**config.mk**
```make
export PLATFORM = sky130hd
export DESIGN_NAME = acr_top
export DESIGN_NICKNAME = d
export VERILOG_FILES = /design/src/core/acr_pkg.sv /design/src/core/acr_top.sv /design/src/core/acr_slot_mem.sv
export VERILOG_INCLUDE_DIRS = /design/src /design/src/core
export SDC_FILE = /design/constraint.sdc
export NUM_CORES = 1
export LEC_CHECK = 0
export BUFFER_PORTS_ARGS = -buffer_cell sky130_fd_sc_hd__buf_2
export CAP_MARGIN = 25
export CORE_MARGIN = 5
export CORE_UTILIZATION = 30
export CTS_CLUSTER_DIAMETER = 200
export DETAILED_ROUTE_END_ITERATION = 8
export SLEW_MARGIN = 20
export SYNTH_ARGS = -nofsm -noshare
export SYNTH_HDL_FRONTEND = slang
export SYNTH_SLANG_ARGS = --single-unit
```
**constraint.sdc**
```tcl
create_clock -name CLOCK -period 2.1 [get_ports CLOCK]
set_input_delay 0.315 -clock CLOCK [delete_from_list [all_inputs] [get_ports CLOCK]]
set_output_delay 0.315 -clock CLOCK [all_outputs]
set_load 0.01 [all_outputs]
```
**src/core/acr_cfg.svh**
```systemverilog
`ifndef ACR_CFG_SVH
`define ACR_CFG_SVH
// normal mode bit encodings {scan, repeat}
`define ACR_MODE_FIX_SINGLE 2'h0
`define ACR_MODE_FIX_REPEAT 2'h1
`define ACR_MODE_SCAN_SINGLE 2'h2
`define ACR_MODE_SCAN_REPEAT 2'h3
// interrupt-timing field encodings
`define ACR_ITM_EVERY1 2'h0
`define ACR_ITM_EVERY4 2'h1
`define ACR_ITM_EVERY8 2'h2
// last slot index per interrupt-timing setting
`define ACR_LAST_SLOT1 3'h0
`define ACR_LAST_SLOT4 3'h3
`define ACR_LAST_SLOT8 3'h7
`define ACR_SLOT_ZERO 3'h0
`endif

```
**src/core/acr_pkg.sv**
```systemverilog
package acr_pkg;
    typedef enum logic [1:0] {
        ACR_IDLE,
        ACR_NORMAL,
        ACR_PRIO
    } acr_state_e;
endpackage : acr_pkg

```
**src/core/acr_top.sv**
```systemverilog
`timescale 1ns/1ps
`default_nettype none
`include "acr_cfg.svh"
// What this block does
// - Scan and repeat bits pick one of four normal modes.
// - Fixed single mode flags done and irq and drops busy in the same cycle.
// - Fixed repeat at timing 00 flags done after each conversion.
// - Fixed repeat at timing 01 flags done after every fourth.
// - Fixed repeat at timing 10 flags done after every eighth.
// - Scan single flags done after the whole scan and drops busy.
// - Scan repeat flags done per pass with busy held high.
// - Repeat modes keep busy high; single modes drop it.
// - A priority completion pulses its irq, sets its flag, drops busy.
// - Reading a done flag clears it.
// - Outside fixed repeat, input n lands in slot n mod 8.
// - Fixed repeat fills slot 0, slots 0-3 or slots 0-7 cyclically.
// - Priority results go to the priority register only.
// - A priority conversion suspends and then resumes normal work.
// - Clearing repeat stops after the current conversion.
module acr_top #(
    parameter int WIDTH = 12
) (
    input wire logic CLOCK,
    input wire logic RST_N,
    input wire logic NORMAL_START,
    input wire logic MODE_SCAN,
    input wire logic MODE_REPEAT,
    input wire logic [1:0] MODE_ITM,
    input wire logic PRIO_START,
    input wire logic CONV_DONE,
    input wire logic [3:0] CONV_CHANNEL,
    input wire logic CONV_LAST_IN_SCAN,
    input wire logic [WIDTH-1:0] CONV_DATA,
    input wire logic NORMAL_DONE_READ,
    input wire logic PRIO_DONE_READ,
    input wire logic [2:0] SLOT_SEL,
    output logic [WIDTH-1:0] SLOT_DATA,
    output logic [WIDTH-1:0] PRIORITY_RESULT_REG,
    output logic NORMAL_BUSY,
    output logic PRIORITY_BUSY,
    output logic NORMAL_DONE_FLAG,
    output logic PRIORITY_DONE_FLAG,
    output logic NORMAL_DONE_IRQ,
    output logic PRIORITY_DONE_IRQ,
    output logic NORMAL_SUSPENDED
);
    typedef struct packed {
        acr_pkg::acr_state_e st;
        logic n_busy;
        logic p_busy;
        logic n_done;
        logic p_done;
        logic n_irq;
        logic p_irq;
        logic rpt_run;
        logic susp;
        logic [2:0] rpt_slot;
        logic [WIDTH-1:0] prio_res;
    } acr_state_s;

    acr_state_s st_ff;
    acr_state_s nxt_st;
    logic [1:0] mode;
    logic [2:0] last_slot;
    logic wr_en;
    logic [2:0] wr_slot;

    // =========================================================
    // mode decode
    // mode from bits
    assign mode = {MODE_SCAN, MODE_REPEAT};
    always_comb begin
        unique case (MODE_ITM)
            `ACR_ITM_EVERY4: last_slot = `ACR_LAST_SLOT4;
            `ACR_ITM_EVERY8: last_slot = `ACR_LAST_SLOT8;
            default: last_slot = `ACR_LAST_SLOT1;
        endcase
    end

    // =========================================================
    // result routing into the slot memory
    // repeat slot pointer
    assign wr_slot = (mode == `ACR_MODE_FIX_REPEAT) ? st_ff.rpt_slot
                                                   : CONV_CHANNEL[2:0];
    // a result cut off by a priority start is dropped, core redoes it
    assign wr_en = CONV_DONE && !PRIO_START
                   && st_ff.st == acr_pkg::ACR_NORMAL;

    acr_slot_mem #(.WIDTH(WIDTH)) u_mem (
        .CLOCK(CLOCK),
        .RST_N(RST_N),
        .wr_en(wr_en),
        .wr_slot(wr_slot),
        .wr_data(CONV_DATA),
        .rd_slot(SLOT_SEL),
        .rd_data(SLOT_DATA)
    );

    // =========================================================
    // sequencing, flags and pulses
    always_comb begin
        nxt_st = st_ff;
        nxt_st.n_irq = 1'b0;
        nxt_st.p_irq = 1'b0;
        // clear on read; a same-cycle set wins below
        if (NORMAL_DONE_READ) begin
            nxt_st.n_done = 1'b0;
        end
        if (PRIO_DONE_READ) begin
            nxt_st.p_done = 1'b0;
        end
        unique case (st_ff.st)
            acr_pkg::ACR_IDLE: begin
                if (PRIO_START) begin
                    nxt_st.st = acr_pkg::ACR_PRIO;
                    nxt_st.p_busy = 1'b1;
                end else if (NORMAL_START) begin
                    nxt_st.st = acr_pkg::ACR_NORMAL;
                    nxt_st.n_busy = 1'b1;
                    nxt_st.rpt_slot = `ACR_SLOT_ZERO;
                    nxt_st.rpt_run = MODE_REPEAT;
                end
            end
            acr_pkg::ACR_NORMAL: begin
                if (PRIO_START) begin
                    nxt_st.st = acr_pkg::ACR_PRIO;
                    nxt_st.p_busy = 1'b1;
                end else if (CONV_DONE) begin
                    unique case (mode)
                        `ACR_MODE_FIX_SINGLE: begin
                            nxt_st.n_done = 1'b1;
                            nxt_st.n_irq = 1'b1;
                            nxt_st.n_busy = 1'b0;
                            nxt_st.st = acr_pkg::ACR_IDLE;
                        end
                        `ACR_MODE_FIX_REPEAT: begin
                            if (st_ff.rpt_slot == last_slot) begin
                                nxt_st.n_done = 1'b1;
                                nxt_st.n_irq = 1'b1;
                                nxt_st.rpt_slot = `ACR_SLOT_ZERO;
                            end else begin
                                nxt_st.rpt_slot = st_ff.rpt_slot + 3'h1;
                            end
                        end
                        `ACR_MODE_SCAN_SINGLE: begin
                            if (CONV_LAST_IN_SCAN) begin
                                nxt_st.n_done = 1'b1;
                                nxt_st.n_irq = 1'b1;
                                nxt_st.n_busy = 1'b0;
                                nxt_st.st = acr_pkg::ACR_IDLE;
                            end
                        end
                        `ACR_MODE_SCAN_REPEAT: begin
                            if (CONV_LAST_IN_SCAN) begin
                                nxt_st.n_done = 1'b1;
                                nxt_st.n_irq = 1'b1;
                            end
                        end
                    endcase
                    // repeat cleared: stop after this one
                    // only a started repeat run stops here, so a scan
                    // single keeps going until its last channel
                    if (st_ff.rpt_run && !MODE_REPEAT) begin
                        nxt_st.n_busy = 1'b0;
                        nxt_st.st = acr_pkg::ACR_IDLE;
                    end
                end
            end
            acr_pkg::ACR_PRIO: begin
                if (CONV_DONE) begin
                    nxt_st.prio_res = CONV_DATA;
                    nxt_st.p_done = 1'b1;
                    nxt_st.p_irq = 1'b1;
                    nxt_st.p_busy = 1'b0;
                    nxt_st.st = st_ff.n_busy ? acr_pkg::ACR_NORMAL
                                             : acr_pkg::ACR_IDLE;
                end
            end
            default: nxt_st.st = acr_pkg::ACR_IDLE;
        endcase
        // suspended level kept in a flop
        nxt_st.susp = nxt_st.st == acr_pkg::ACR_PRIO && nxt_st.n_busy;
    end

    // =========================================================
    // state register
    always_ff @(posedge CLOCK) begin
        if (!RST_N) begin
            st_ff <= '0;
        end else begin
            st_ff <= nxt_st;
        end
    end

    // outputs straight from the state flops
    assign NORMAL_BUSY = st_ff.n_busy;
    assign PRIORITY_BUSY = st_ff.p_busy;
    assign NORMAL_DONE_FLAG = st_ff.n_done;
    assign PRIORITY_DONE_FLAG = st_ff.p_done;
    assign NORMAL_DONE_IRQ = st_ff.n_irq;
    assign PRIORITY_DONE_IRQ = st_ff.p_irq;
    assign PRIORITY_RESULT_REG = st_ff.prio_res;
    assign NORMAL_SUSPENDED = st_ff.susp;

    // =========================================================
    // checks
    // single busy drop
    property p_single;
        @(posedge CLOCK) disable iff (!RST_N)
        (st_ff.st == acr_pkg::ACR_NORMAL && !PRIO_START && CONV_DONE
         && mode == `ACR_MODE_FIX_SINGLE)
        |=> NORMAL_DONE_IRQ && NORMAL_DONE_FLAG && !NORMAL_BUSY;
    endproperty
    single_done_a: assert property (p_single)
        else $error("fixed single completion wrong");
    scan_rpt_busy_a: assert property (@(posedge CLOCK) disable iff (!RST_N)
        (NORMAL_DONE_IRQ && MODE_REPEAT && $past(MODE_REPEAT))
        |-> NORMAL_BUSY)
        else $error("busy dropped in repeat mode");
    prio_done_a: assert property (@(posedge CLOCK) disable iff (!RST_N)
        (st_ff.st == acr_pkg::ACR_PRIO && CONV_DONE)
        |=> PRIORITY_DONE_IRQ && PRIORITY_DONE_FLAG && !PRIORITY_BUSY
            && PRIORITY_RESULT_REG == $past(CONV_DATA))
        else $error("priority completion wrong");
    read_clear_a: assert property (@(posedge CLOCK) disable iff (!RST_N)
        (NORMAL_DONE_READ && !NORMAL_DONE_IRQ) ##1 !NORMAL_DONE_IRQ
        |-> !NORMAL_DONE_FLAG)
        else $error("done flag not cleared on read");
    every4_a: assert property (@(posedge CLOCK) disable iff (!RST_N)
        (wr_en && mode == `ACR_MODE_FIX_REPEAT
         && MODE_ITM == `ACR_ITM_EVERY4
         && st_ff.rpt_slot != `ACR_LAST_SLOT4)
        |=> !NORMAL_DONE_IRQ)
        else $error("early interrupt in every-four setting");
    slot_bound_a: assert property (@(posedge CLOCK) disable iff (!RST_N)
        (mode == `ACR_MODE_FIX_REPEAT && MODE_ITM == `ACR_ITM_EVERY1 && wr_en)
        |-> wr_slot == `ACR_SLOT_ZERO)
        else $error("every-one setting left slot 0");
    resume_a: assert property (@(posedge CLOCK) disable iff (!RST_N)
        (st_ff.st == acr_pkg::ACR_PRIO && CONV_DONE && st_ff.n_busy)
        |=> st_ff.st == acr_pkg::ACR_NORMAL && NORMAL_BUSY)
        else $error("normal work not resumed");
    stop_a: assert property (@(posedge CLOCK) disable iff (!RST_N)
        (wr_en && st_ff.rpt_run && !MODE_REPEAT) |=> !NORMAL_BUSY)
        else $error("busy held after repeat cleared");
    prio_cov: cover property (@(posedge CLOCK) NORMAL_SUSPENDED);
    rpt8_cov: cover property (@(posedge CLOCK)
        NORMAL_DONE_IRQ && MODE_ITM == `ACR_ITM_EVERY8);
    scan_cov: cover property (@(posedge CLOCK)
        NORMAL_DONE_IRQ && mode == `ACR_MODE_SCAN_SINGLE);
endmodule : acr_top
`default_nettype wire

```
**src/core/acr_slot_mem.sv**
```systemverilog
`timescale 1ns/1ps
`default_nettype none
// eight result slots; read data registered
module acr_slot_mem #(
    parameter int WIDTH = 12
) (
    input wire logic CLOCK,
    input wire logic RST_N,
    input wire logic wr_en,
    input wire logic [2:0] wr_slot,
    input wire logic [WIDTH-1:0] wr_data,
    input wire logic [2:0] rd_slot,
    output logic [WIDTH-1:0] rd_data
);
    logic [WIDTH-1:0] mem [8];
    // =========================================================
    // storage and registered read
    always_ff @(posedge CLOCK) begin
        if (wr_en) begin
            mem[wr_slot] <= wr_data;
        end
        if (!RST_N) begin
            rd_data <= '0;
        end else begin
            rd_data <= mem[rd_slot];
        end
    end
endmodule : acr_slot_mem
`default_nettype wire

```
==> reports/metrics.csv, run 1 <==
stage,metric,value,unit
synth,synth_ff_type,edfxtp_1,
critical_path,cp.arrival,1.97,ns
pwr,power_switching,1.27,mW
layout,seq_area,0.00362,mm²
synth,seq_area_frac_synth,0.705,
clocking,clkTransAtPathRegs,0.05,ns
floorplanning,dieArea,0.0198,mm²
layout,design_area,0.00630,mm²
timing,period_minus_slack,1.85,ns
timing,hold_viol,0,
timing,setup_tns,0,ns
synth,ys_types,33,
global_routing,grt_pass1_vias,3006,
clocking,cts_inserted_buffers,17,
routing,post_drt_wl_per_cell,16.9,µm
routing,antenna_left,0,
synth,yosysWarnings,0,
layout,layout_common_cells,"edfxtp_1, buf_2, dfxtp_1",
place,dp.cells,588,
synth,synth-simple-area-share,0.0791,
floorplanning,core_area,0.0167,mm²
floorplanning,die_x,141,µm
timing,drv_slew,0,
timing,finClkSkew,0.00655,ns
clocking,cts_tree,done,
floorplanning,die_y,141,µm
timing,clock.fmax,0.541,GHz
synth,synth_top_family_by_area,multiplexers,
timing,worstMarginPinSlew,0.627,ns
routing,drtIter0Drc,214,
critical_path,endpoint_kind,flip-flop,
place,hpwl,6860,µm
synth,syn_area,0.00514,mm²
routing,via_per_inst,4.51,
synth,synth_top_area_share,0.561,
timing,finalSetupViolCount,0,
synth,synthesis.nets,353,
critical_path,slowest_stage,dfxtp_1,
routing,drt-total-wl,10500,µm
clocking,clock_latency,0.41,ns
layout,final_cell_count_no_fill,620,
clocking,htreeDepth,4,
global_routing,antenna_found_initial,0,
synth,synth_edf_count,96,
pwr,p_leak,2.26,nW
routing,drcViolationCount,0,
layout,areaGrowthSynthToFinish,22.7,%
min_path,hp-class,in2reg,
layout,fillCellCount,1592,
critical_path,worstSetupPathType,reg2reg,
pwr,p_seq_frac,0.480,
place,placed_area,0.00573,mm²
place,gp_congestion,0.792,
floorplanning,io-pin-count,62,
synth,avgSynthCellArea,16.1,µm²
critical_path,critPathMaxFanout,12,
layout,layout_commonest_cell,edfxtp_1,
synth,yosys.area.top_type,edfxtp_1,
pwr,p_sw_frac,0.212,
critical_path,startpoint_type,flip-flop,
global_routing,gr-total-overflow,0,
synth,ys_ff_latch,133,
clocking,cts_buffer_depth,2,
critical_path,required,2.22,ns
clocking,cts_hold_buf,0,
synth,synth_xor_area_frac,0.00170,
global_routing,grt_max_degree,21,
timing,hold_slack,0.0875,ns
global_routing,grt_pass1_wl,16600,µm
place,io_buffers,60,
clocking,clock_sinks,133,
synth,synthTopCellsByArea,"edfxtp_1, dfxtp_1, mux4_2, mux2i_1, nand2_1",
layout,nets,420,
layout,final_util,0.378,
clocking,cts_root_buf,clkbuf_16,
critical_path,cp_top_family,simple AND/OR/NAND/NOR gates,
global_routing,track_usage,0.113,
synth,syn_inst,320,
synth,synth_compound_area_frac,0.0353,
timing,slew_headroom,0.580,
routing,drt_pass1_iterations,4,
layout,n_antenna_cell,0,
critical_path,worstPathCellList,"nand2b_1, nor3b_2, nand2_1, nor2_1, buf_12",
clocking,cts_setup_buffers,0,
floorplanning,rows,47,
clocking,cts_resized,0,
timing,rsz0062_at_grt,no,
routing,num_vias,2798,
layout,multiInputGateArea,0.00131,mm²
run_status,status,"complete, no violations",
synth,yosys-mux-area-fraction,0.135,
pwr,p_int,4.70,mW
pwr,clock_power_share,0.469,
critical_path,crit_buf_inv,1,
critical_path,slowest_delay,0.38,ns
pwr,p_comb_frac,0.051,
pwr,irDropWorstVdd,0.555,mV
synth,synthAdderAreaFrac,0.00487,
timing,period_share,0.881,
floorplanning,initial_core_util,0.308,
layout,drive_gt1_frac,0.323,
flow_run,cap_viol_max_count,0,
pwr,power_density,947,mW/mm²
synth,async_flop_share,0,
[worst register-to-register path: stages, from the launching register on]
cell and delay [ns]:
dfxtp_1 0.38, nand2b_1 0.24, nor3b_2 0.34, nand2_1 0.17
nor2_1 0.24, buf_12 0.19
[final cells by class]
class                   instances  share of cell area
well taps                     220              0.0437
clock buffers                  21              0.0746
flip-flops and latches        133               0.575
clock inverters                11              0.0161
repair buffers                 74              0.0802
multi-input cells             157               0.208
inverters                       4             0.00238
[Yosys cell counts, types with 2 or more instances]
library cell	number
ha_1	2
a21oi_1	19
mux4_1	3
o21ai_0	2
mux4_2	21
mux2i_1	14
buf_2	7
nand2b_1	6
nor3_1	2
nand2_1	30
nor2_1	26
a31oi_1	4
inv_1	4
nand4b_1	2
nor3b_1	5
nand3_1	5
and3b_1	2
buf_4	12
nor2b_1	5
clkbuf_1	4
a211o_1	2
dfxtp_1	37
edfxtp_1	96
[state kept, by name, indices dropped and copies added (netlist names)]
| name | count |
|---|---|
| PRIORITY_DONE_IRQ | 1 |
| u_mem.rd_data | 12 |
| u_mem.mem | 96 |
| PRIORITY_RESULT_REG | 12 |
| st_ff | 6 |
| NORMAL_BUSY | 1 |
| NORMAL_DONE_IRQ | 1 |
| NORMAL_SUSPENDED | 1 |
| PRIORITY_BUSY | 1 |
| PRIORITY_DONE_FLAG | 1 |
| NORMAL_DONE_FLAG | 1 |
[cells by family (layout without fill, tap and decap cells)]
| group | count (synthesis) | in the layout |
|---|---|---|
| AOI/OAI and AO/OA | 31 | 31 |
| DFF | 133 | 133 |
| and+or+nand+nor | 85 | 85 |
| buffers and inverters | 30 | 110 |
| xor gates and xnor gates | 1 | 1 |
| adders and majority gates | 2 | 2 |
| muxes | 38 | 38 |
[power by group through the flow]
| stage | sequential, mW | clock [mW] | combinational (mW) |
|---|---|---|---|
| 4_1_cts | 2.86 | 2.87 | 0.315 |
| 5_1_grt | 2.87 | 2.99 | 0.344 |
| 3_3_place_gp | 2.92 | 0 | 0.307 |
| 6_report | 2.86 | 2.80 | 0.307 |
| 3_5_place_dp | 2.92 | 0 | 0.313 |
| 2_1_floorplan | 2.93 | 0 | 0.180 |
[routing by layer]
layer,share of wire,up-vias,global-route usage,wire length (µm)
met4,0.016,0,0.0490,163
met3,0.064,15,0.0386,672
li1,-,1332,-,-
met2,0.48,80,0.182,5070
met1,0.44,1371,0.139,4600
met5,0,-,0,0
[per-stage QoR]
step                power (mW)  setup slack [ns]
finish                    5.97             0.251
global route              6.20             0.116
CTS                       6.05             0.239
detailed placement        3.23             0.245
global placement          3.22             0.276
floorplan                 3.11             0.193
[path summary, 6_finish.rpt]
kind / from / endpoint / slack (ns) / cells after the start
max: st_ff[24] / u_mem.mem[4][9] / 0.25 / 5
min: NORMAL_DONE_READ / NORMAL_DONE_FLAG / 0.09 / 2
max reg2reg: st_ff[24] / u_mem.mem[4][9] / 0.25 / 5
min reg2reg: PRIORITY_RESULT_REG[4] / PRIORITY_RESULT_REG[4] / 0.45 / 2
No activity file was read; power rests on OpenSTA's default activity.
==> inputs of run 2 (changes only) <==
- ABC_AREA: unset -> 1
- CORE_MARGIN: 5 -> 4
==> reports/metrics.csv, run 2 <==
stage,metric,value,unit
min_path,hp-class,in2reg,
layout,seq_area,0.00362,mm²
critical_path,cp.arrival,1.74,ns
critical_path,crit_end,u_mem.mem[7][0],
clocking,cts_tree,done,
layout,largest_reg_flops,96,
synth,synth_top_family_by_area,simple AND/OR/NAND/NOR gates,
floorplanning,die_x,141,µm
critical_path,worstSetupPathType,reg2reg,
global_routing,grt_pass1_vias,3772,
timing,setup_tns,0,ns
routing,drcViolationCount,0,
global_routing,met1_usage,0.134,
synth,seq_area_frac_synth,0.686,
timing,period_share,0.775,
floorplanning,die_y,141,µm
clocking,cts_root_buf,clkbuf_16,
synth,synth_common_cells,"nor2_1, edfxtp_1, nand2_1",
clocking,cts_buffer_depth,2,
routing,antenna_left,0,
critical_path,cp_top_family,simple AND/OR/NAND/NOR gates,
layout,layout_common_cells,"nor2_1, edfxtp_1, buf_2",
synth,yosysMostFrequentCell,nor2_1,
layout,areaGrowthSynthToFinish,21.0,%
critical_path,slowest_stage,dfxtp_1,
synth,synth_top_area_share,0.546,
clocking,clkTransAtPathRegs,0.05,ns
critical_path,critPathMaxFanout,9,
flow_run,cap_viol_max_count,0,
synth,synthesis.nets,509,
floorplanning,io-pin-count,62,
critical_path,required,2.21,ns
floorplanning,dieArea,0.0198,mm²
synth,async_flop_share,0,
layout,drive_gt1_frac,0.234,
global_routing,grt.busiest_layer,met2,
global_routing,antenna_found_initial,0,
layout,fillCellCount,1748,
clocking,cts_setup_buffers,0,
floorplanning,rows,48,
timing,worstMarginPinSlew,0.533,ns
synth,ys_ff_latch,133,
timing,clock.fmax,0.614,GHz
synth,yosysWarnings,0,
critical_path,crit_buf_inv,2,
clocking,cts_hold_buf,0,
global_routing,gr-total-overflow,0,
timing,slew_headroom,0.645,
place,gp_congestion,0.850,
pwr,irDropWorstVdd,0.525,mV
critical_path,startpoint_type,flip-flop,
pwr,power_density,938,mW/mm²
layout,nets,580,
critical_path,crit_path_start,st_ff[24],
floorplanning,initial_core_util,0.305,
synth,synth_xor_area_frac,0.00166,
clocking,htreeDepth,4,
clocking,cts_inserted_buffers,17,
global_routing,use_met3,0.0421,
synth,avgSynthCellArea,11.1,µm²
critical_path,reg2reg_to,u_mem.mem[7][0],
pwr,p_leak,2.39,nW
clocking,clock_sinks,133,
synth,synth_ff_type,edfxtp_1,
synth,syn_inst,476,
synth,syn_area,0.00528,mm²
layout,multiInputGateArea,0.00136,mm²
critical_path,r2r-start,st_ff[24],
routing,post_drt_wl_per_cell,14.7,µm
synth,yosys-mux-area-fraction,0,
run_status,status,"complete, no violations",
synth,synthTopCellsByArea,"edfxtp_1, dfxtp_1, nor2_1, o21ai_0, nand2_1",
routing,drt_pass1_iterations,4,
synth,synth_edf_count,96,
synth,ys_types,27,
global_routing,grt_max_degree,32,
routing,drt-total-wl,11500,µm
routing,num_vias,3644,
clocking,cts_resized,0,
routing,via_per_inst,4.64,
layout,n_antenna_cell,0,
routing,drtIter0Drc,239,
layout,layout_commonest_cell,nor2_1,
clocking,clock_latency,0.41,ns
global_routing,track_usage,0.119,
timing,hold_viol,0,
synth,synthAdderAreaFrac,0.00474,
layout,final_util,0.369,
layout,largest-register,u_mem.mem,
critical_path,endpoint_kind,flip-flop,
timing,rsz0062_at_grt,no,
global_routing,grt_util_met2,0.202,
synth,synth_compound_area_frac,0.107,
critical_path,ff2ff_path_depth,6,
critical_path,worstPathCellList,"inv_1, nand2_2, nor3_4, o211ai_2, nor2_1, buf_4",
floorplanning,core_area,0.0173,mm²
synth,yosys.area.top_type,edfxtp_1,
synth,synth-simple-area-share,0.144,
critical_path,rrSetupSlack,0.47,ns
timing,finalSetupViolCount,0,
timing,finClkSkew,0.00761,ns
timing,period_minus_slack,1.63,ns
critical_path,cp.depth,6,
global_routing,grt_pass1_wl,18300,µm
place,hpwl,7980,µm
place,io_buffers,60,
timing,drv_slew,0,
critical_path,slowest_delay,0.32,ns
run 2: cell types whose count changed after synthesis, moves of 7 or more:
cell	previous run	this run
mux2i_1	14	0
o21ai_1	1	8
nor2_1	26	108
o21ai_0	2	48
nand3_1	5	16
o211ai_1	0	11
inv_1	4	13
nand2_1	30	53
mux4_2	21	0
o22ai_1	1	14
run 2: layout make-up:
type,count,area share
clock buffer,19,0.0693
multi-input combinational,290,0.213
inverter,18,0.0106
sequential,133,0.567
clock inverter,13,0.0172
timing repair buffer,87,0.0787
tap,225,0.0441
run 2: report_power, final:
group / switching [mW] / internal, mW / total, mW / leakage (nW)
Combinational: 0.255 / 0.143 / 0.398 / 0.967
Clock: 1.07 / 1.65 / 2.72 / 0.261
Sequential: 0.0199 / 2.85 / 2.87 / 1.17
Total: 1.35 / 4.65 / 5.99 / 2.39
run 2: worst register-to-register path, cell delays in order (launching register included):
cell and delay, ns:
dfxtp_1 0.32, inv_1 0.08, nand2_2 0.08, nor3_4 0.18
o211ai_2 0.13, nor2_1 0.29, buf_4 0.25
run 2: kinds of logic after synthesis:
| logic type | after synthesis |
|---|---|
| buf+inv | 53 |
| flops | 133 |
| compound gates | 101 |
| simple gates | 186 |
| fa+ha+maj | 2 |
| xor+xnor | 1 |
run 2: routing by layer:
| metal | wire length (µm) | vias to the layer above |
|---|---|---|
| li1 | - | 1784 |
| met4 | 246 | 0 |
| met5 | 0 | - |
| met3 | 759 | 18 |
| met1 | 4720 | 1740 |
| met2 | 5780 | 102 |
run 2: worst min-delay path by stage:
stage | start | endpoint | slack, ns | cells after the start
2_1_floorplan | CONV_DATA[0] | u_mem.mem[0][0] | 0.41 | 0
3_3_place_gp | PRIORITY_RESULT_REG[5] | PRIORITY_RESULT_REG[5] | 0.45 | 2
3_5_place_dp | PRIORITY_RESULT_REG[8] | PRIORITY_RESULT_REG[8] | 0.46 | 2
4_1_cts | NORMAL_DONE_READ | NORMAL_DONE_FLAG | 0.09 | 2
5_1_grt | NORMAL_DONE_READ | NORMAL_DONE_FLAG | 0.09 | 2
6_report | PRIO_DONE_READ | PRIORITY_DONE_FLAG | 0.11 | 2
run 2: metrics by stage:
stage	hold slack (ns)	power (mW)	setup WS [ns]	std cells	area (µm²)
after CTS	0.0863	6.05	0.139	784	6380
after detailed placement	0.457	3.33	-0.0156	752	5830
after global placement	0.454	3.32	0.0393	752	5830
after floorplan	0.414	3.17	0.222	476	5280
after global routing	0.0912	6.24	0.363	785	6390
final	0.107	5.99	0.472	785	6390
